**config.mk**
```make
export PLATFORM = sky130hd
export DESIGN_NAME = bsce_exec
export DESIGN_NICKNAME = d
export VERILOG_FILES = /design/src/hw/bsce_pkg.sv /design/src/hw/bsce_exec.sv /design/src/hw/bsce_flag_test.sv
export VERILOG_INCLUDE_DIRS = /design/src /design/src/hw
export SDC_FILE = /design/constraint.sdc
export NUM_CORES = 1
export LEC_CHECK = 0
export BUFFER_PORTS_ARGS = -buffer_cell sky130_fd_sc_hd__buf_2
export CAP_MARGIN = 40
export CORE_UTILIZATION = 45
export CTS_BUF_LIST = sky130_fd_sc_hd__clkbuf_16
export CTS_CLUSTER_SIZE = 14
export DETAILED_ROUTE_END_ITERATION = 12
export PLACE_DENSITY = 0.82
export SLEW_MARGIN = 10
export SYNTH_ARGS = -nofsm -noshare
export SYNTH_HDL_FRONTEND = slang
export SYNTH_SLANG_ARGS = --single-unit
export TNS_END_PERCENT = 20
```
**constraint.sdc**
```tcl
create_clock -name ref_clk -period 2.2 [get_ports ref_clk]
set_input_delay 0.11 -clock ref_clk [delete_from_list [all_inputs] [get_ports ref_clk]]
set_output_delay 0.11 -clock ref_clk [all_outputs]
set_load 0.02 [all_outputs]
```
**src/hw/bsce_map.svh**
```systemverilog
// Constants of the branch, skip and compare execution block.
// Assumes a 16-bit instruction word and an 8-bit status register.
`ifndef BSCE_MAP_SVH
`define BSCE_MAP_SVH

// ----------------------------------------------------------------
// Operation codes in instruction bits [15:12]
// ----------------------------------------------------------------
`define BSCE_OP_RETURN 4'h0
`define BSCE_OP_CMP_SKIP_EQ 4'h1
`define BSCE_OP_CMP 4'h2
`define BSCE_OP_CMP_CARRY 4'h3
`define BSCE_OP_CMP_IMM 4'h4
`define BSCE_OP_SKIP_REG_CLR 4'h5
`define BSCE_OP_SKIP_REG_SET 4'h6
`define BSCE_OP_SKIP_IO_CLR 4'h7
`define BSCE_OP_SKIP_IO_SET 4'h8
`define BSCE_OP_SET_IO 4'h9
`define BSCE_OP_CLR_IO 4'ha
`define BSCE_OP_BR_SET 4'hb
`define BSCE_OP_BR_CLR 4'hc
// Low bit of a return word selects the interrupt return.
`define BSCE_RET_IRQ_BIT 0

// ----------------------------------------------------------------
// Instruction field positions
// ----------------------------------------------------------------
`define BSCE_OP_HI 15
`define BSCE_OP_LO 12
`define BSCE_RD_HI 9
`define BSCE_RD_LO 5
`define BSCE_RR_HI 4
`define BSCE_RR_LO 0
`define BSCE_IMM_RD_HI 11
`define BSCE_IMM_RD_LO 8
`define BSCE_IMM_HI 7
`define BSCE_IMM_LO 0
`define BSCE_BREG_HI 7
`define BSCE_BREG_LO 3
`define BSCE_IO_HI 8
`define BSCE_IO_LO 3
`define BSCE_BIT_HI 2
`define BSCE_BIT_LO 0
`define BSCE_OFS_HI 9
`define BSCE_OFS_LO 3

// ----------------------------------------------------------------
// Status flag bit positions
// ----------------------------------------------------------------
`define BSCE_FL_C 0
`define BSCE_FL_Z 1
`define BSCE_FL_N 2
`define BSCE_FL_V 3
`define BSCE_FL_S 4
`define BSCE_FL_H 5
`define BSCE_FL_T 6
`define BSCE_FL_I 7

// ----------------------------------------------------------------
// Cycle counts and the immediate-compare register base
// ----------------------------------------------------------------
`define BSCE_CYC_ONE 3'd1
`define BSCE_CYC_TAKEN 3'd2
`define BSCE_CYC_IO_WR 3'd2
`define BSCE_CYC_RETURN 3'd4
`define BSCE_IMM_RD_BASE 1'b1

`endif

```
**src/hw/bsce_pkg.sv**
```systemverilog
// Types of the branch, skip and compare execution block.
// Assumes the constants of bsce_map.svh are included where needed.
package bsce_pkg;

    typedef enum logic [1:0] {
        BSCE_IDLE = 2'b01,
        BSCE_BUSY = 2'b10
    } bsce_state_t;

endpackage

```
**src/hw/bsce_exec.sv**
```systemverilog
// Execution of returns, compares, skips, flag branches and I/O bit
// set/clear inside a small 8-bit core.
// Assumes the core presents one instruction at a time with its PC,
// register operands read combinationally from rd_sel and rr_sel, I/O
// read data for io_addr in the same cycle, and stack bytes on pop.
//
// Function
// [RULE1] Equal registers skip next instruction, flags kept.
// [RULE2] Compares subtract, update Z N V C H.
// [RULE3] Skip when register bit is zero.
// [RULE4] Skip when register bit is one.
// [RULE5] Skip when I/O register bit is zero.
// [RULE6] Skip when I/O register bit is one.
// [RULE7] Branch on set flag to PC+k+1.
// [RULE8] Branch on cleared flag, else sequential.
// [RULE9] Equal/not-equal on Z, minus/plus on N.
// [RULE10] Carry set/lower and clear/higher use C.
// [RULE11] Signed greater-or-equal when N xor V zero.
// [RULE12] Signed less-than when N xor V one.
// [RULE13] Half-carry branches test H.
// [RULE14] Transfer-flag branches test T.
// [RULE15] Overflow branches test V.
// [RULE16] Interrupt-enable branches test I.
// [RULE17] Set I/O bit, two cycles.
// [RULE18] Clear I/O bit, two cycles.
// [RULE19] Subroutine return pops PC, four cycles.
// [RULE20] Taken branch two cycles, skip adds one/two.
// [RULE21] Interrupt return pops PC, sets I.
`include "bsce_map.svh"
`timescale 1ns/1ps
`default_nettype none

module bsce_exec #(
    parameter int PC_W = 16
) (
    input wire logic ref_clk,
    input wire logic rst_n,
    input wire logic instr_valid,
    input wire logic [15:0] instr,
    input wire logic [PC_W-1:0] pc_cur,
    input wire logic next_two_word,
    output logic exec_ready,
    output logic [4:0] rd_sel,
    output logic [4:0] rr_sel,
    input wire logic [7:0] rd_val,
    input wire logic [7:0] rr_val,
    input wire logic [7:0] status_flags,
    output logic [7:0] flags_out,
    output logic flags_we,
    output logic [5:0] io_addr,
    input wire logic [7:0] io_rd_data,
    output logic [7:0] io_wr_data,
    output logic io_we,
    output logic stack_pop,
    input wire logic [7:0] stack_data,
    output logic [PC_W-1:0] pc_next,
    output logic done
);
    import bsce_pkg::*;

    // ------------------------------------------------------------
    // Instruction fields
    // ------------------------------------------------------------
    logic [3:0] opcode;
    logic [2:0] bit_sel;
    logic [7:0] imm;
    logic [5:0] io_field;
    logic [PC_W-1:0] offset;
    logic take;

    assign opcode = instr[`BSCE_OP_HI:`BSCE_OP_LO];
    assign bit_sel = instr[`BSCE_BIT_HI:`BSCE_BIT_LO];
    assign imm = instr[`BSCE_IMM_HI:`BSCE_IMM_LO];
    assign io_field = instr[`BSCE_IO_HI:`BSCE_IO_LO];
    assign offset = PC_W'($signed(instr[`BSCE_OFS_HI:`BSCE_OFS_LO]));
    assign take = instr_valid && exec_ready;

    bsce_state_t state;
    logic [2:0] cnt;
    logic is_return;
    logic irq_ret;
    logic [5:0] io_hold;

    always_comb begin
        if (opcode == `BSCE_OP_CMP_IMM) begin
            rd_sel = {`BSCE_IMM_RD_BASE,
                      instr[`BSCE_IMM_RD_HI:`BSCE_IMM_RD_LO]};
        end else if (opcode == `BSCE_OP_SKIP_REG_CLR ||
                     opcode == `BSCE_OP_SKIP_REG_SET) begin
            rd_sel = instr[`BSCE_BREG_HI:`BSCE_BREG_LO];
        end else begin
            rd_sel = instr[`BSCE_RD_HI:`BSCE_RD_LO];
        end
    end
    assign rr_sel = instr[`BSCE_RR_HI:`BSCE_RR_LO];

    // The address is held while a write is pending, so the core need
    // not keep the instruction word stable after it was taken.
    assign io_addr = (state == BSCE_BUSY) ? io_hold : io_field;
    assign exec_ready = (state == BSCE_IDLE);
    // High byte is popped first, low byte second.
    assign stack_pop = (state == BSCE_BUSY) && is_return &&
                       (cnt == 3'd3 || cnt == 3'd2); // [RULE19]

    // ------------------------------------------------------------
    // Compare arithmetic
    // ------------------------------------------------------------
    logic [7:0] sub_b;
    logic carry_in;
    logic [7:0] diff;
    logic [7:0] cmp_flags;

    assign sub_b = (opcode == `BSCE_OP_CMP_IMM) ? imm : rr_val;
    assign carry_in = (opcode == `BSCE_OP_CMP_CARRY) &&
                      status_flags[`BSCE_FL_C];
    assign diff = 8'(rd_val - sub_b - {7'h00, carry_in}); // [RULE2]

    always_comb begin
        cmp_flags = status_flags;
        cmp_flags[`BSCE_FL_H] = (~rd_val[3] & sub_b[3]) |
                                (sub_b[3] & diff[3]) |
                                (diff[3] & ~rd_val[3]); // [RULE2]
        cmp_flags[`BSCE_FL_C] = (~rd_val[7] & sub_b[7]) |
                                (sub_b[7] & diff[7]) |
                                (diff[7] & ~rd_val[7]); // [RULE2]
        cmp_flags[`BSCE_FL_V] = (rd_val[7] & ~sub_b[7] & ~diff[7]) |
                                (~rd_val[7] & sub_b[7] & diff[7]);
        cmp_flags[`BSCE_FL_N] = diff[7];
        cmp_flags[`BSCE_FL_S] = diff[7] ^ cmp_flags[`BSCE_FL_V];
        // With carry in, zero can only survive a chain of zero bytes.
        if (opcode == `BSCE_OP_CMP_CARRY) begin
            cmp_flags[`BSCE_FL_Z] = (diff == 8'h00) &&
                                    status_flags[`BSCE_FL_Z];
        end else begin
            cmp_flags[`BSCE_FL_Z] = (diff == 8'h00); // [RULE2]
        end
    end

    // ------------------------------------------------------------
    // Conditions and next program counter
    // ------------------------------------------------------------
    logic flag_bit;
    logic skip_cond;
    logic branch;
    logic [PC_W-1:0] pc_seq;
    logic [PC_W-1:0] pc_skip;

    bsce_flag_test u_flag_test (
        .flags(status_flags),
        .sel(bit_sel),
        .value(flag_bit)
    );

    assign pc_seq = PC_W'(pc_cur + 1'b1);
    // Skip length is fixed at take by the core's size decode.
    assign pc_skip = next_two_word ? PC_W'(pc_cur + 2'd3) :
                                     PC_W'(pc_cur + 2'd2); // [RULE20]

    always_comb begin
        skip_cond = 1'b0;
        branch = 1'b0;
        case (opcode)
            `BSCE_OP_CMP_SKIP_EQ: skip_cond = (rd_val == rr_val); // [RULE1]
            `BSCE_OP_SKIP_REG_CLR: skip_cond = ~rd_val[bit_sel]; // [RULE3]
            `BSCE_OP_SKIP_REG_SET: skip_cond = rd_val[bit_sel]; // [RULE4]
            `BSCE_OP_SKIP_IO_CLR: skip_cond = ~io_rd_data[bit_sel]; // [RULE5]
            `BSCE_OP_SKIP_IO_SET: skip_cond = io_rd_data[bit_sel]; // [RULE6]
            // Named branches are these two with a fixed flag select:
            // Z, N, C, S, H, T, V and I give the paired forms.
            `BSCE_OP_BR_SET: branch = flag_bit; // [RULE7] [RULE9] [RULE10]
            `BSCE_OP_BR_CLR: branch = ~flag_bit; // [RULE8] [RULE9] [RULE10]
            default: begin
                skip_cond = 1'b0;
                branch = 1'b0;
            end
        endcase
    end

    // ------------------------------------------------------------
    // Sequencing
    // ------------------------------------------------------------
    always_ff @(posedge ref_clk or negedge rst_n) begin
        if (!rst_n) begin
            state <= BSCE_IDLE;
            cnt <= 3'd0;
            is_return <= 1'b0;
            irq_ret <= 1'b0;
            done <= 1'b0;
        end else begin
            done <= 1'b0;
            case (state)
                BSCE_IDLE: begin
                    if (take) begin
                        is_return <= (opcode == `BSCE_OP_RETURN);
                        irq_ret <= (opcode == `BSCE_OP_RETURN) &&
                                   instr[`BSCE_RET_IRQ_BIT]; // [RULE21]
                        if (opcode == `BSCE_OP_RETURN) begin
                            cnt <= `BSCE_CYC_RETURN - 3'd1; // [RULE19]
                            state <= BSCE_BUSY;
                        end else if (opcode == `BSCE_OP_SET_IO ||
                                     opcode == `BSCE_OP_CLR_IO) begin
                            cnt <= `BSCE_CYC_IO_WR - 3'd1; // [RULE17] [RULE18]
                            state <= BSCE_BUSY;
                        end else if (branch) begin
                            cnt <= `BSCE_CYC_TAKEN - 3'd1; // [RULE20]
                            state <= BSCE_BUSY;
                        end else if (skip_cond) begin
                            cnt <= next_two_word ? 3'd2 : 3'd1; // [RULE20]
                            state <= BSCE_BUSY;
                        end else begin
                            done <= 1'b1;
                        end
                    end
                end
                BSCE_BUSY: begin
                    cnt <= cnt - 3'd1;
                    if (cnt == 3'd1) begin
                        done <= 1'b1;
                        state <= BSCE_IDLE;
                    end
                end
                default: state <= BSCE_IDLE;
            endcase
        end
    end

    // ------------------------------------------------------------
    // Program counter result
    // ------------------------------------------------------------
    always_ff @(posedge ref_clk or negedge rst_n) begin
        if (!rst_n) begin
            pc_next <= '0;
        end else if (take) begin
            if (branch) begin
                pc_next <= PC_W'(pc_cur + offset + 1'b1); // [RULE7] [RULE8]
            end else if (skip_cond) begin
                pc_next <= pc_skip; // [RULE1] [RULE3] [RULE4] [RULE5] [RULE6]
            end else begin
                pc_next <= pc_seq;
            end
        end else if (stack_pop) begin
            // Sixteen-bit return address built high byte first.
            if (cnt == 3'd3) begin
                pc_next <= PC_W'({stack_data, 8'h00}); // [RULE19]
            end else begin
                pc_next <= PC_W'({pc_next[15:8], stack_data}); // [RULE19]
            end
        end
    end

    // ------------------------------------------------------------
    // Status flag result
    // ------------------------------------------------------------
    always_ff @(posedge ref_clk or negedge rst_n) begin
        if (!rst_n) begin
            flags_out <= 8'h00;
            flags_we <= 1'b0;
        end else begin
            flags_we <= 1'b0;
            if (take && (opcode == `BSCE_OP_CMP ||
                         opcode == `BSCE_OP_CMP_CARRY ||
                         opcode == `BSCE_OP_CMP_IMM)) begin
                flags_out <= cmp_flags; // [RULE2]
                flags_we <= 1'b1;
            end else if (take && opcode == `BSCE_OP_RETURN) begin
                flags_out <= status_flags;
                if (instr[`BSCE_RET_IRQ_BIT]) begin
                    flags_out[`BSCE_FL_I] <= 1'b1; // [RULE21]
                end
            end else if (irq_ret && state == BSCE_BUSY &&
                         cnt == 3'd1 && !status_flags[`BSCE_FL_I]) begin
                // Written on the last cycle only. A plain return never
                // writes, even when I falls while it runs, so it cannot
                // bring back a stale copy of the flags.
                flags_we <= 1'b1; // [RULE21]
            end
        end
    end

    // ------------------------------------------------------------
    // I/O bit write
    // ------------------------------------------------------------
    always_ff @(posedge ref_clk or negedge rst_n) begin
        if (!rst_n) begin
            io_hold <= 6'h00;
            io_wr_data <= 8'h00;
            io_we <= 1'b0;
        end else begin
            io_we <= 1'b0;
            if (take && (opcode == `BSCE_OP_SET_IO ||
                         opcode == `BSCE_OP_CLR_IO)) begin
                io_hold <= io_field;
                io_wr_data <= io_rd_data;
                // Read-modify-write: other bits keep the value read.
                io_wr_data[bit_sel] <=
                    (opcode == `BSCE_OP_SET_IO); // [RULE17] [RULE18]
                io_we <= 1'b1;
            end
        end
    end
endmodule

`default_nettype wire

```
**src/hw/bsce_flag_test.sv**
```systemverilog
// Selects one status flag for a conditional branch.
// Assumes the flag layout of bsce_map.svh.
`include "bsce_map.svh"
`timescale 1ns/1ps
`default_nettype none

module bsce_flag_test (
    input wire logic [7:0] flags,
    input wire logic [2:0] sel,
    output logic value
);
    import bsce_pkg::*;

    always_comb begin
        // The sign flag is rebuilt from N and V so signed tests stay
        // right even when the stored sign bit is stale.
        if (sel == 3'(`BSCE_FL_S)) begin
            value = flags[`BSCE_FL_N] ^ flags[`BSCE_FL_V]; // [RULE11] [RULE12]
        end else begin
            value = flags[sel]; // [RULE13] [RULE14] [RULE15] [RULE16]
        end
    end
endmodule

`default_nettype wire

```
======== Word level (Yosys, flattened, before mapping) ========
Index checks and enable logic that the tools add are counted.
cells by class
  add/subtract/negate cells ............... 8
  $lt $le $gt $ge ......................... 2
  equal/unequal tests ..................... 22
  mux-type cells .......................... 51
  bitwise operators ....................... 23
  reduce and logical (&&, ||, !) cells .... 29
operator list
  kind                                            number
  2-to-1 mux 16 bit                               6
  adder 16 x 1 -> 16 bit (second input constant)  2
  adder 16 x 2 -> 16 bit (second input constant)  2
  2-to-1 mux 8 bit                                3
  == test 4 bit (second input constant)           5
  2-to-1 mux 1 bit                                17
  adder 16 bit                                    1
  == test 4 x 3 -> 1 bit (second input constant)  4
  2-to-1 mux 3 bit                                5
  2-to-1 mux 2 bit                                7
  logical AND 1 bit                               13
  2-to-1 mux 5 bit                                2
  bitwise AND 1 bit                               9
  binary-select mux 1 bit (select 3 bit)          3
  bitwise mux 8 bit                               1
  == test 4 x 2 -> 1 bit (second input constant)  2
  == test 8 bit                                   1
  zero test 8 bit                                 1
  nonzero test 2 bit                              4
  subtractor 8 x 1 -> 8 bit                       1
  subtractor 8 bit                                1
  NOT 1 bit                                       7
  == test 3 x 2 -> 1 bit (second input constant)  2
  2-to-1 mux 6 bit                                1
  other kinds (22)                                35
word-level totals
  register bits after elaboration ......... 48
  word-level logic and storage cells ...... 147

======== Longest topological paths before layout ========
Gate-level depths: netlist of run 1.
  word-level depth ........................ 10
  depth in mapped cells ................... 16

======== Hierarchy ========
Synthesis of run 1 repeated with hierarchy kept, for this count alone.
second synthesis, totals
  cell total of the unflattened synthesis .. 611
  area total of the unflattened synthesis .. 5056.1 um2
modules (own cells, without submodules)
  module          times used  cells each  area an instance (um2)  sequential area each (um2)
  bsce_exec       1           603         4982.3                  1202.4
  bsce_flag_test  1           8           73.8                    0.0

======== Worst setup path after synthesis of run 1 ========
No wires, ideal clock.
  path type ............................... input -> register
  start point ............................. input port instr[15]
  end point ............................... register flags_out[4]
  library setup time ...................... 126 ps
  arrival time ............................ 3462 ps
  required time ........................... 2074 ps
  setup slack ............................. -1388 ps
  cell stages on the path ................. 16
  path buffers ............................ 2
  path through ............................ clkbuf_1 nand2b_1 clkbuf_1 nor3_2 mux2_2 fa_1 inv_1 ha_1 nand2_1 a21boi_0 o21a_1 o21a_1 o21ai_0 a21oi_1 or4_1 o311a_1
between the ends
  longest elaborated chain between the ends .. 9
RTL lines
  element                                  RTL line          text
  from (decl)                              bsce_exec.sv:39   input wire logic [15:0] instr,
  == test 4 x 3 -> 1 bit (no source line)  -
  2-to-1 mux 8 bit                         bsce_exec.sv:113  assign sub_b = (opcode == `BSCE_OP_CMP_IMM) ? imm : rr_val;
  subtractor 8 bit                         bsce_exec.sv:116  assign diff = 8'(rd_val - sub_b - {7'h00, carry_in});
  subtractor 8 x 1 -> 8 bit                bsce_exec.sv:116
  NOT 1 bit                                bsce_exec.sv:126  cmp_flags[`BSCE_FL_V] = (rd_val[7] & ~sub_b[7] & ~diff[7]) |
  bitwise AND 1 bit                        bsce_exec.sv:126
  bitwise OR 1 bit                         bsce_exec.sv:126
  XOR 1 bit                                bsce_exec.sv:129  cmp_flags[`BSCE_FL_S] = diff[7] ^ cmp_flags[`BSCE_FL_V];
  2-to-1 mux 8 bit                         bsce_exec.sv:260  if (take && (opcode == `BSCE_OP_CMP ||
  to (signal assigned)                     bsce_exec.sv:263  flags_out <= cmp_flags;
  to (signal assigned)                     bsce_exec.sv:266  flags_out <= status_flags;
  to (decl)                                bsce_exec.sv:48   output logic [7:0] flags_out,
Parallel ways exist; a longest one is shown, timed or not.
A chain may end at the register's enable or synchronous reset.

======== Final worst setup path of run 1 ========
  start point ............................. input port instr[15]
  end point ............................... register flags_out[1]
between the ends
  longest elaborated chain between the ends .. 8
RTL lines
  element                                  RTL line                            text
  == test 4 x 3 -> 1 bit (no source line)  -
  2-to-1 mux 8 bit                         bsce_exec.sv:113
  subtractor 8 bit                         bsce_exec.sv:116
  subtractor 8 x 1 -> 8 bit                bsce_exec.sv:116
  zero test 8 bit                          bsce_exec.sv:132, bsce_exec.sv:135
  logical AND 1 bit                        bsce_exec.sv:132                    cmp_flags[`BSCE_FL_Z] = (diff == 8'h00) &&
  2-to-1 mux 1 bit                         bsce_exec.sv:131                    if (opcode == `BSCE_OP_CMP_CARRY) begin
  2-to-1 mux 8 bit                         bsce_exec.sv:260
Parallel ways exist; a longest one is shown, timed or not.

==> impl_metrics.toml, run 1 <==
[status]
status = "complete, but fails checks"
failed_checks = "setup timing"

[power]
p_sw_mw = 2.36
pwr_density_cell_nw_per_um2 = 796
cellLeakagePower_nw = 3.44
switching_share_pct = 42.1
ir_drop_uv = 456
combPwrFrac_pct = 54.5
internal_power_mw = 3.24
seq_power_share_pct = 27.1
clkPwrFrac_pct = 18.3
p_total_mw = 5.61

[worst_setup_path]
slowest_stage = "fa_2"
r2r_cells = 7
critPathKind = "in -> reg"
worst_path_most_repeated_cell = "o21ai_1"
cp_data_required_time_ns = 2.42
path_cells = "buf_8, nand2b_4, nor3_4, mux2_4, fa_2, inv_1, ha_1, o21ai_1, a21boi_1, o21a_1, or3_1, nand2_1, a31oi_2, a211o_1, o21ai_1"
cp-start-kind = "primary input"
reg2reg_slack_ns = 0.12
r2r-end = "flags_out[2]$_DFFE_PN0P_"
startpoint = "instr[15]"
cp_top_family = "compound AO/OA/AOI/OAI gates"
worstPathArrival_ns = 3.09
endpoint_kind = "register"
cp_slowest_stage_delay_ns = 0.56
worst-path-buf-inv = 2
critPathMaxFanout = 4
r2r-start = "state[0]$_DFFE_PN1P_"

[floorplanning]
die_y_um = 107
die_x_um = 107
num_io_pins = 129
die-area_um2 = 11500
placementRows = 38
start_util_pct = 46.1
core_um2 = 10800

[routing]
dr.pass1.iters = 5
via_count = 5745
avgRoutedWirePerCell_um = 17.7
routed_wl_um = 17300
drt_iter0_drc = 481
drcViolationCount = 0
antenna_left = 0
vias_per_cell = 5.86

[sta]
grt_setup_unrepaired = "true"
fmax_mhz = 349
finalCritPeriodShare_pct = 130
slew_headroom_pct = 48.1
layout_min_cycle_time_ns = 2.86
hold_viol = 0
worstMarginPinSlew_ns = 0.779
setup_violations = 12
worst_hold_slack_ns = 0.0670
fin_skew_ns = 0.0114
drv_slew = 0
worst_slack_ns = -0.662

[yosys]
yosysTopAreaCell = "dfrtp_1"
ys_top_cells_by_count = "nand2_1, nor2_1, dfrtp_1"
synth.avg_cell_area_um2 = 8.22
yosys.area.top_type_share_pct = 23.6
yosysMostFrequentCell = "nand2_1"
ys.warnings.count = 0
synthFlopType = "dfrtp_1"
postSynth.asyncResetShare_pct = 100
ys_seq_area_share_pct = 24.2
synth.top_cells.by_area = "dfrtp_1, ha_1, mux2i_1"
synth-edff-count = 0
synthesis.area_um2 = 4970
synth_cells = 605
ys_types = 69
syn-num-nets = 723
synth-seq-cells = 48

[grt]
first_global_vias = 5489
grt_pass1_wl_um = 26600
grt_overflow = 0
track_usage_pct = 29.4
grt_max_degree = 32
antenna_found_initial = 0

[placed_design]
dp_hpwl_um = 12500
port_buffers = 128
placed_area_um2 = 6580
pre_cts_ws_ns = -1.04
routabilityCongestion = 0.866

[clock_tree]
numCtsBuffers = 5
h-tree-depth = 2
numClockSinks = 48
cts_root_buf = "clkbuf_16"
clk_latency_ns = 0.30
ctsLongestPathBuffers = 2
cts_tree = "built"
clkTransAtPathRegs_ns = 0.08

[min_path]
holdPathEnd = "flags_out[6]$_DFFE_PN0P_"
min_path_cells = 2
worstHoldStart = "status_flags[6]"
hp-class = "in -> reg"

[cells_and_area]
finalInstanceArea_um2 = 7040
final_nets = 958
drive_above_1_share_pct = 40.4
area_growth_pct = 41.6
n_antenna_cell = 0
utilization_pct = 65.3
n_fill_cell = 778

[run]
max_cap_viol_count = 0
==> worst reg2reg max path: cells and delay by family (launching register included) <==
family                     cells  cell delay [ns]
buffers and inverters          1             0.21
and+or+nand+nor                3             0.74
adders and majority gates      1             0.16
AOI/OAI and AO/OA              2             0.30
DFF                            1             0.54
==> area by class of cell <==
| type | instances | area (µm²) | share of cell area, % |
|---|---|---|---|
| Sequential cell | 48 | 1200 | 17.1 |
| Tap cell | 140 | 175 | 2.49 |
| Clock inverter | 3 | 68.8 | 0.977 |
| Multi-Input combinational cell | 486 | 3660 | 52.0 |
| Timing Repair Buffer | 257 | 1660 | 23.5 |
| Clock buffer | 5 | 125 | 1.78 |
| Inverter | 42 | 158 | 2.24 |
==> power groups by stage <==
stage	sequential (mW)	clock (mW)	combinational [mW]
2_1_floorplan	1.86	0	1.42
3_3_place_gp	1.51	0	2.78
3_5_place_dp	1.53	0	2.86
4_1_cts	1.52	1.04	2.93
5_1_grt	1.56	1.07	3.30
6_report	1.52	1.03	3.06
==> cells in the final DEF, fill, tap and decap left out, drive strengths merged, types with 7 or more instances in the layout <==
cell type	count
o21a	7
nand3	22
ha	39
xnor2	17
nand2	64
a31oi	7
mux2	22
inv	43
nor3	17
mux2i	27
nor2b	8
xor2	20
a21oi	43
dfrtp	47
nor2	49
o21ai	28
a211oi	8
buf	256
and3	14
==> layer usage <==
layer / part of all wire (%) / up-vias / GRT usage [%]
li1: - / 2637 / -
met1: 41 / 2721 / 37.5
met2: 47 / 315 / 48.2
met3: 7.7 / 72 / 5.41
met4: 4.3 / 0 / 13.5
met5: 0 / - / 0
==> sequential cells by signal, summed over array words and instances, names as in the netlist <==
name and flops:
state 2, cnt 3, flags_out 8, irq_ret 1
is_return 1, pc_next 16, io_wr_data 8, io_hold 6
io_we 1, done 1, flags_we 1
==> per-stage QoR <==
stage	instances	setup TNS [ns]
finish	981	-3.50
global route	981	-5.05
CTS	980	-2.78
detailed placement	963	-10.47
global placement	963	-9.39
floorplan	605	-6.85
==> worst max-delay path by stage <==
stage                                          end  slack [ns]  cells after the start
final                     flags_out[1]$_DFFE_PN0P_       -0.66                     15
after global routing      flags_out[1]$_DFFE_PN0P_       -0.73                     15
after CTS                 flags_out[1]$_DFFE_PN0P_       -0.56                     15
after detailed placement  flags_out[1]$_DFFE_PN0P_       -1.04                     16
after global placement    flags_out[4]$_DFFE_PN0P_       -0.94                     15
after floorplan           flags_out[4]$_DFFE_PN0P_       -1.08                     16
==> logic make-up (layout without fill, tap and decap cells) <==
family	after synthesis	count (layout)	synth area share, %
mux	53	53	12.6
compound gates	142	142	18.7
flops	48	48	24.2
fa+ha+maj	42	42	11.0
simple gates	212	212	20.8
xor+xnor	37	37	6.52
buf+inv	71	307	6.24
==> repair_timing <==
action / in CTS / in global routing
hold buffers: 1 / 0
endpoints found under the setup margin: 18 / 24
setup buffers: 8 / 1
pin swaps: 9 / 9
gates resized for setup: 17 / 34
endpoints found under the hold margin: 28 / 0
No activity file was read; power rests on OpenSTA's default activity.
==> inputs of run 2 (changes only) <==
--- a/config.mk
+++ b/config.mk
@@ -13,6 +13,7 @@
 export CTS_CLUSTER_SIZE = 14
 export DETAILED_ROUTE_END_ITERATION = 12
 export PLACE_DENSITY = 0.82
+export RECOVER_POWER = 25
 export SLEW_MARGIN = 10
 export SYNTH_ARGS = -nofsm -noshare
 export SYNTH_HDL_FRONTEND = slang
==> impl_metrics.toml, run 2 (synthesis gave the netlist of run 1 again) <==
[floorplanning]
placementRows = 38
die_x_um = 107
core_um2 = 10800
start_util_pct = 46.1
die-area_um2 = 11500
die_y_um = 107
num_io_pins = 129

[worst_setup_path]
cp_data_required_time_ns = 2.42
cp_slowest_stage_delay_ns = 0.56
slowest_stage = "fa_2"
cp-start-kind = "primary input"
critPathKind = "in -> reg"
worst_path_most_repeated_cell = "o21ai_1"
worstPathArrival_ns = 3.08
endpoint_kind = "register"
path_cells = "buf_8, nand2b_4, nor3_4, mux2_4, fa_2, inv_1, ha_1, o21ai_1, a21boi_1, o21a_1, or3_1, nand2_1, a31oi_2, a211o_1, o21ai_1"
critPathMaxFanout = 4

[clock_tree]
clk_latency_ns = 0.30
clkTransAtPathRegs_ns = 0.08
h-tree-depth = 2
numClockSinks = 48
ctsLongestPathBuffers = 2
cts_tree = "built"
numCtsBuffers = 5
cts_root_buf = "clkbuf_16"

[power]
ir_drop_uv = 456
p_sw_mw = 2.37
clkPwrFrac_pct = 18.6
seq_power_share_pct = 27.5
cellLeakagePower_nw = 3.35
pwr_density_cell_nw_per_um2 = 793
switching_share_pct = 42.7
p_total_mw = 5.55
internal_power_mw = 3.18
combPwrFrac_pct = 53.9

[sta]
grt_setup_unrepaired = "true"
finalCritPeriodShare_pct = 130
worst_slack_ns = -0.656
fin_skew_ns = 0.0105
setup_tns_ns = -5.68
hold_viol = 0
setup_violations = 25
worstMarginPinSlew_ns = 0.858
layout_min_cycle_time_ns = 2.86
drv_slew = 0
fmax_mhz = 350
slew_headroom_pct = 42.8

[cells_and_area]
final_common_cell = "buf_4"
layout_common_cells = "buf_4, buf_2, nand2_1"
finalInstanceArea_um2 = 7000
largest-register = "pc_next"
n_antenna_cell = 0
largest_reg_flops = 16
drive_above_1_share_pct = 36.7
utilization_pct = 64.9
largestRegisters = "pc_next (16), flags_out (8), io_wr_data (8)"
final_cells = 981
area_growth_pct = 40.8
final_nets = 958

[routing]
avgRoutedWirePerCell_um = 17.7
routed_wl_um = 17300
antenna_left = 0
dr.pass1.iters = 6
via_count = 5752
drt_iter0_drc = 532
drcViolationCount = 0
vias_per_cell = 5.86

[grt]
grt_pass1_wl_um = 26600
grt_overflow = 0
track_usage_pct = 29.4
antenna_found_initial = 0
grt_max_degree = 32
first_global_vias = 5489

[status]
status = "complete, but fails checks"
failed_checks = "setup timing"

[min_path]
hp-class = "in -> reg"

[placed_design]
dp.cells = 963
port_buffers = 128
dp_hpwl_um = 12500
placed_area_um2 = 6580
routabilityCongestion = 0.866

[run]
max_cap_viol_count = 0
==> run 2: worst paths after layout <==
| kind | startpoint | end | slack, ns | cells after the start |
|---|---|---|---|---|
| hold / removal | status_flags[6] | flags_out[6]$_DFFE_PN0P_ | 0.06 | 2 |
| hold reg to reg | is_return$_DFFE_PN0P_ | is_return$_DFFE_PN0P_ | 0.50 | 2 |
| setup / recovery | instr[15] | flags_out[1]$_DFFE_PN0P_ | -0.66 | 15 |
| setup reg to reg | state[0]$_DFFE_PN1P_ | flags_out[2]$_DFFE_PN0P_ | 0.12 | 7 |
| min in group asynchronous | rst_n | flags_out[5]$_DFFE_PN0P_ | 0.45 | 2 |
| max in group asynchronous | rst_n | io_wr_data[7]$_DFFE_PN0P_ | 1.07 | 3 |
==> run 2: cell type report <==
cell class | count | area (µm²)
fill | 799 | 3790
multi-input combinational | 486 | 3660
timing repair buffer | 257 | 1610
sequential | 48 | 1200
tap | 140 | 175
inverter | 42 | 158
clock buffer | 5 | 125
clock inverter | 3 | 68.8
==> run 2: critical path, delay by kind of cell <==
kind / cells / cell delay [ns]
AO/OA/AOI/OAI: 6 / 0.92
adder cells (fa/ha/maj): 2 / 0.74
buffers and inverters: 2 / 0.15
multiplexers: 1 / 0.34
AND/OR/NAND/NOR: 4 / 0.81
==> run 2: per-layer routing <==
layer	vias up	global-route usage (%)	part of all wire (%)
met2	345	48.2	48
met3	65	5.41	8.1
met5	-	0	0
met1	2707	37.5	40
met4	0	13.5	3.8
li1	2635	-	-
==> run 2: power by group through the flow <==
| stage | Clock, mW | Combinational [mW] | Sequential [mW] |
|---|---|---|---|
| 2_1_floorplan | 0 | 1.42 | 1.86 |
| 3_3_place_gp | 0 | 2.78 | 1.51 |
| 3_5_place_dp | 0 | 2.86 | 1.53 |
| 4_1_cts | 1.04 | 2.93 | 1.52 |
| 5_1_grt | 1.07 | 3.24 | 1.57 |
| 6_report | 1.03 | 2.99 | 1.53 |
==> run 2: repair_timing <==
| action | in CTS | in global routing |
|---|---|---|
| setup endpoints to repair | 18 | 24 |
| pin swaps | 9 | 9 |
| buffers inserted | 8 | 1 |
| gates resized for setup | 17 | 34 |
| hold endpoints to repair | 28 | 0 |
| hold buffers | 1 | 0 |
==> run 2: through the flow <==
stage / hold WS (ns) / setup slack [ns]
2_1_floorplan: -0.186 / -1.08
3_3_place_gp: 0.214 / -0.940
5_1_grt: 0.0695 / -0.728
6_report: 0.0648 / -0.656
3_5_place_dp: 0.235 / -1.04
4_1_cts: 0.0641 / -0.555
==> inputs of run 3 (changes only) <==
--- a/config.mk
+++ b/config.mk
@@ -6,13 +6,14 @@
 export SDC_FILE = /design/constraint.sdc
 export NUM_CORES = 1
 export LEC_CHECK = 0
+export ABC_AREA = 1
 export BUFFER_PORTS_ARGS = -buffer_cell sky130_fd_sc_hd__buf_2
 export CAP_MARGIN = 40
 export CORE_UTILIZATION = 45
 export CTS_BUF_LIST = sky130_fd_sc_hd__clkbuf_16
 export CTS_CLUSTER_SIZE = 14
 export DETAILED_ROUTE_END_ITERATION = 12
-export PLACE_DENSITY = 0.82
+export PLACE_DENSITY = 0.81
 export RECOVER_POWER = 25
 export SLEW_MARGIN = 10
 export SYNTH_ARGS = -nofsm -noshare
==> impl_metrics.toml, run 3 <==
[status]
status = "finished clean"

[routing]
via_count = 6442
drcViolationCount = 0
vias_per_cell = 5.26
avgRoutedWirePerCell_um = 14.3
routed_wl_um = 17500
antenna_left = 0
drt_iter0_drc = 502
dr.pass1.iters = 5

[cells_and_area]
area_growth_pct = 25.8
final_common_cell = "nand2_1"
drive_above_1_share_pct = 22.4
largestRegisters = "pc_next (16), flags_out (8), io_wr_data (8)"
final_cells = 1225
largest_reg_flops = 16
final_nets = 1174
largest-register = "pc_next"
layout_common_cells = "nand2_1, inv_1, buf_2"
n_antenna_cell = 0

[grt]
antenna_found_initial = 0
grt_pass1_wl_um = 27400
track_usage_pct = 26.5
grt_max_degree = 23
first_global_vias = 5771
grt_overflow = 0

[floorplanning]
start_util_pct = 46.6
die-area_um2 = 13000
die_x_um = 114
placementRows = 40
core_um2 = 12100
die_y_um = 114
num_io_pins = 129

[sta]
hold_viol = 0
drv_slew = 0
grt_setup_unrepaired = "true"
finalCritPeriodShare_pct = 98.2
fin_skew_ns = 0.00698
worst_slack_ns = 0.0398
fmax_mhz = 463
setup_violations = 0
slew_headroom_pct = 37.8
worstMarginPinSlew_ns = 0.933
worst_hold_slack_ns = 0.0381
layout_min_cycle_time_ns = 2.16

[worst_setup_path]
critPathMaxFanout = 6
r2r_cells = 12
cp_slowest_stage_delay_ns = 0.57
cp_data_required_time_ns = 2.44
path_cells = "buf_6, nor2_4, nand2_8, nand2_4, o21ai_2, fa_2, inv_2, ha_4, o22ai_2, a21oi_2, nor3b_2, nand2_1, nor2_1, nand2_1, o21ai_2, nand3_1, nand2_1"
slowest_stage = "fa_2"
worstPathArrival_ns = 2.40
endpoint_kind = "register"
worst_path_most_repeated_cell = "nand2_1"
cp-start-kind = "primary input"
critPathKind = "in -> reg"

[yosys]
synth-seq-cells = 48
ys_top_cells_by_count = "nand2_1, inv_1, nor2_1"
ys_seq_area_share_pct = 21.3
synthesis.area_um2 = 5650
synth-edff-count = 0
synth_cells = 891
postSynth.asyncResetShare_pct = 100
synth.avg_cell_area_um2 = 6.34
ys_types = 48
yosys.area.top_type_share_pct = 20.8
yosysTopAreaCell = "dfrtp_1"
synth.top_cells.by_area = "dfrtp_1, nand2_1, inv_1"
synthFlopType = "dfrtp_1"
ys.warnings.count = 0
yosysMostFrequentCell = "nand2_1"
syn-num-nets = 1009

[placed_design]
pre_cts_ws_ns = -0.316
routabilityCongestion = 0.934
dp_hpwl_um = 14100
port_buffers = 128
dp.cells = 1211

[min_path]
hp-class = "in -> reg"
min_path_cells = 2

[power]
cellLeakagePower_nw = 3.91
ir_drop_uv = 308
p_total_mw = 5.45
pwr_density_cell_nw_per_um2 = 768

[clock_tree]
numCtsBuffers = 5
ctsLongestPathBuffers = 2
cts_root_buf = "clkbuf_16"
clk_latency_ns = 0.30
numClockSinks = 48
clkTransAtPathRegs_ns = 0.07
h-tree-depth = 2
cts_tree = "built"

[run]
max_cap_viol_count = 0
## run 3: cell count changes in the layout (fill, tap and decap cells not counted), sizes merged, moves of 25 or more
cell and delta:
buf -52, mux2i -27, nand3 +47, inv +91
nor2 +35, nand2 +214, clkbuf -25
## run 3: layout make-up
type                            count  area [µm²]
Inverter                          135         514
Fill cell                        1178        5010
Sequential cell                    48        1200
Clock inverter                      3        37.5
Clock buffer                        5         125
Multi-Input combinational cell    686        3940
Tap cell                          168         210
Timing Repair Buffer              180        1080
## run 3: through the flow
stage	util [%]	setup TNS, ns	area [µm²]
detailed placement	55.8	-1.65	6760
global placement	55.6	-1.15	6730
CTS	57.3	0	6930
floorplan	-	-0.192	5680
global route	58.7	-0.267	7100
finish	58.7	0	7100
## run 3: cells by family (layout without fill, tap and decap cells)
logic type,Yosys count,after routing,synth area share [%]
AND/OR/NAND/NOR,461,462,35.7
buffers and inverters,158,323,11.9
adder cells (fa/ha/maj),42,42,9.71
flip-flops,48,48,21.3
XOR/XNOR,42,42,6.52
AO/OA/AOI/OAI,140,140,14.9
## run 3: final timing paths
kind	from	slack, ns	endpoint
min reg2reg	pc_next[13]$_DFFE_PN0P_	0.48	pc_next[13]$_DFFE_PN0P_
max reg2reg	state[1]$_DFFE_PN0P_	0.22	flags_out[1]$_DFFE_PN0P_
min in group asynchronous	rst_n	0.47	cnt[2]$_DFFE_PN0P_
max	instr[12]	0.04	flags_out[1]$_DFFE_PN0P_
max in group asynchronous	rst_n	0.49	flags_out[7]$_DFFE_PN0P_
min	status_flags[7]	0.04	flags_we$_DFF_PN0_
## run 3: critical path: cells and delay by family
kind	cells	cell delay [ns]
AOI/OAI and AO/OA	4	0.38
buffers and inverters	2	0.15
and+or+nand+nor	9	0.92
adders and majority gates	2	0.84
## run 3: per-layer routing
metal | share of wire [%] | up-vias | GRT usage (%)
li1 | - | 3195 | -
met1 | 44 | 2962 | 35.6
met2 | 47 | 252 | 44.3
met3 | 6.3 | 33 | 2.98
met4 | 2.3 | 0 | 8.74
met5 | 0 | - | 0
## run 3: timing repair
action / 4_1_cts / 5_1_grt
setup buffers: 0 / 4
resized for setup: 1 / 35
pin swaps: 0 / 16
hold endpoints to repair: 15 / 0
endpoints found under the setup margin: 1 / 10
gates cloned: 0 / 1
hold buffers: 1 / 0
## run 3: where the power goes
| group | internal (mW) | switching [mW] |
|---|---|---|
| registers | 1.29 | 0.222 |
| clock network | 0.529 | 0.350 |
| logic | 1.15 | 1.91 |
| total | 2.97 | 2.48 |
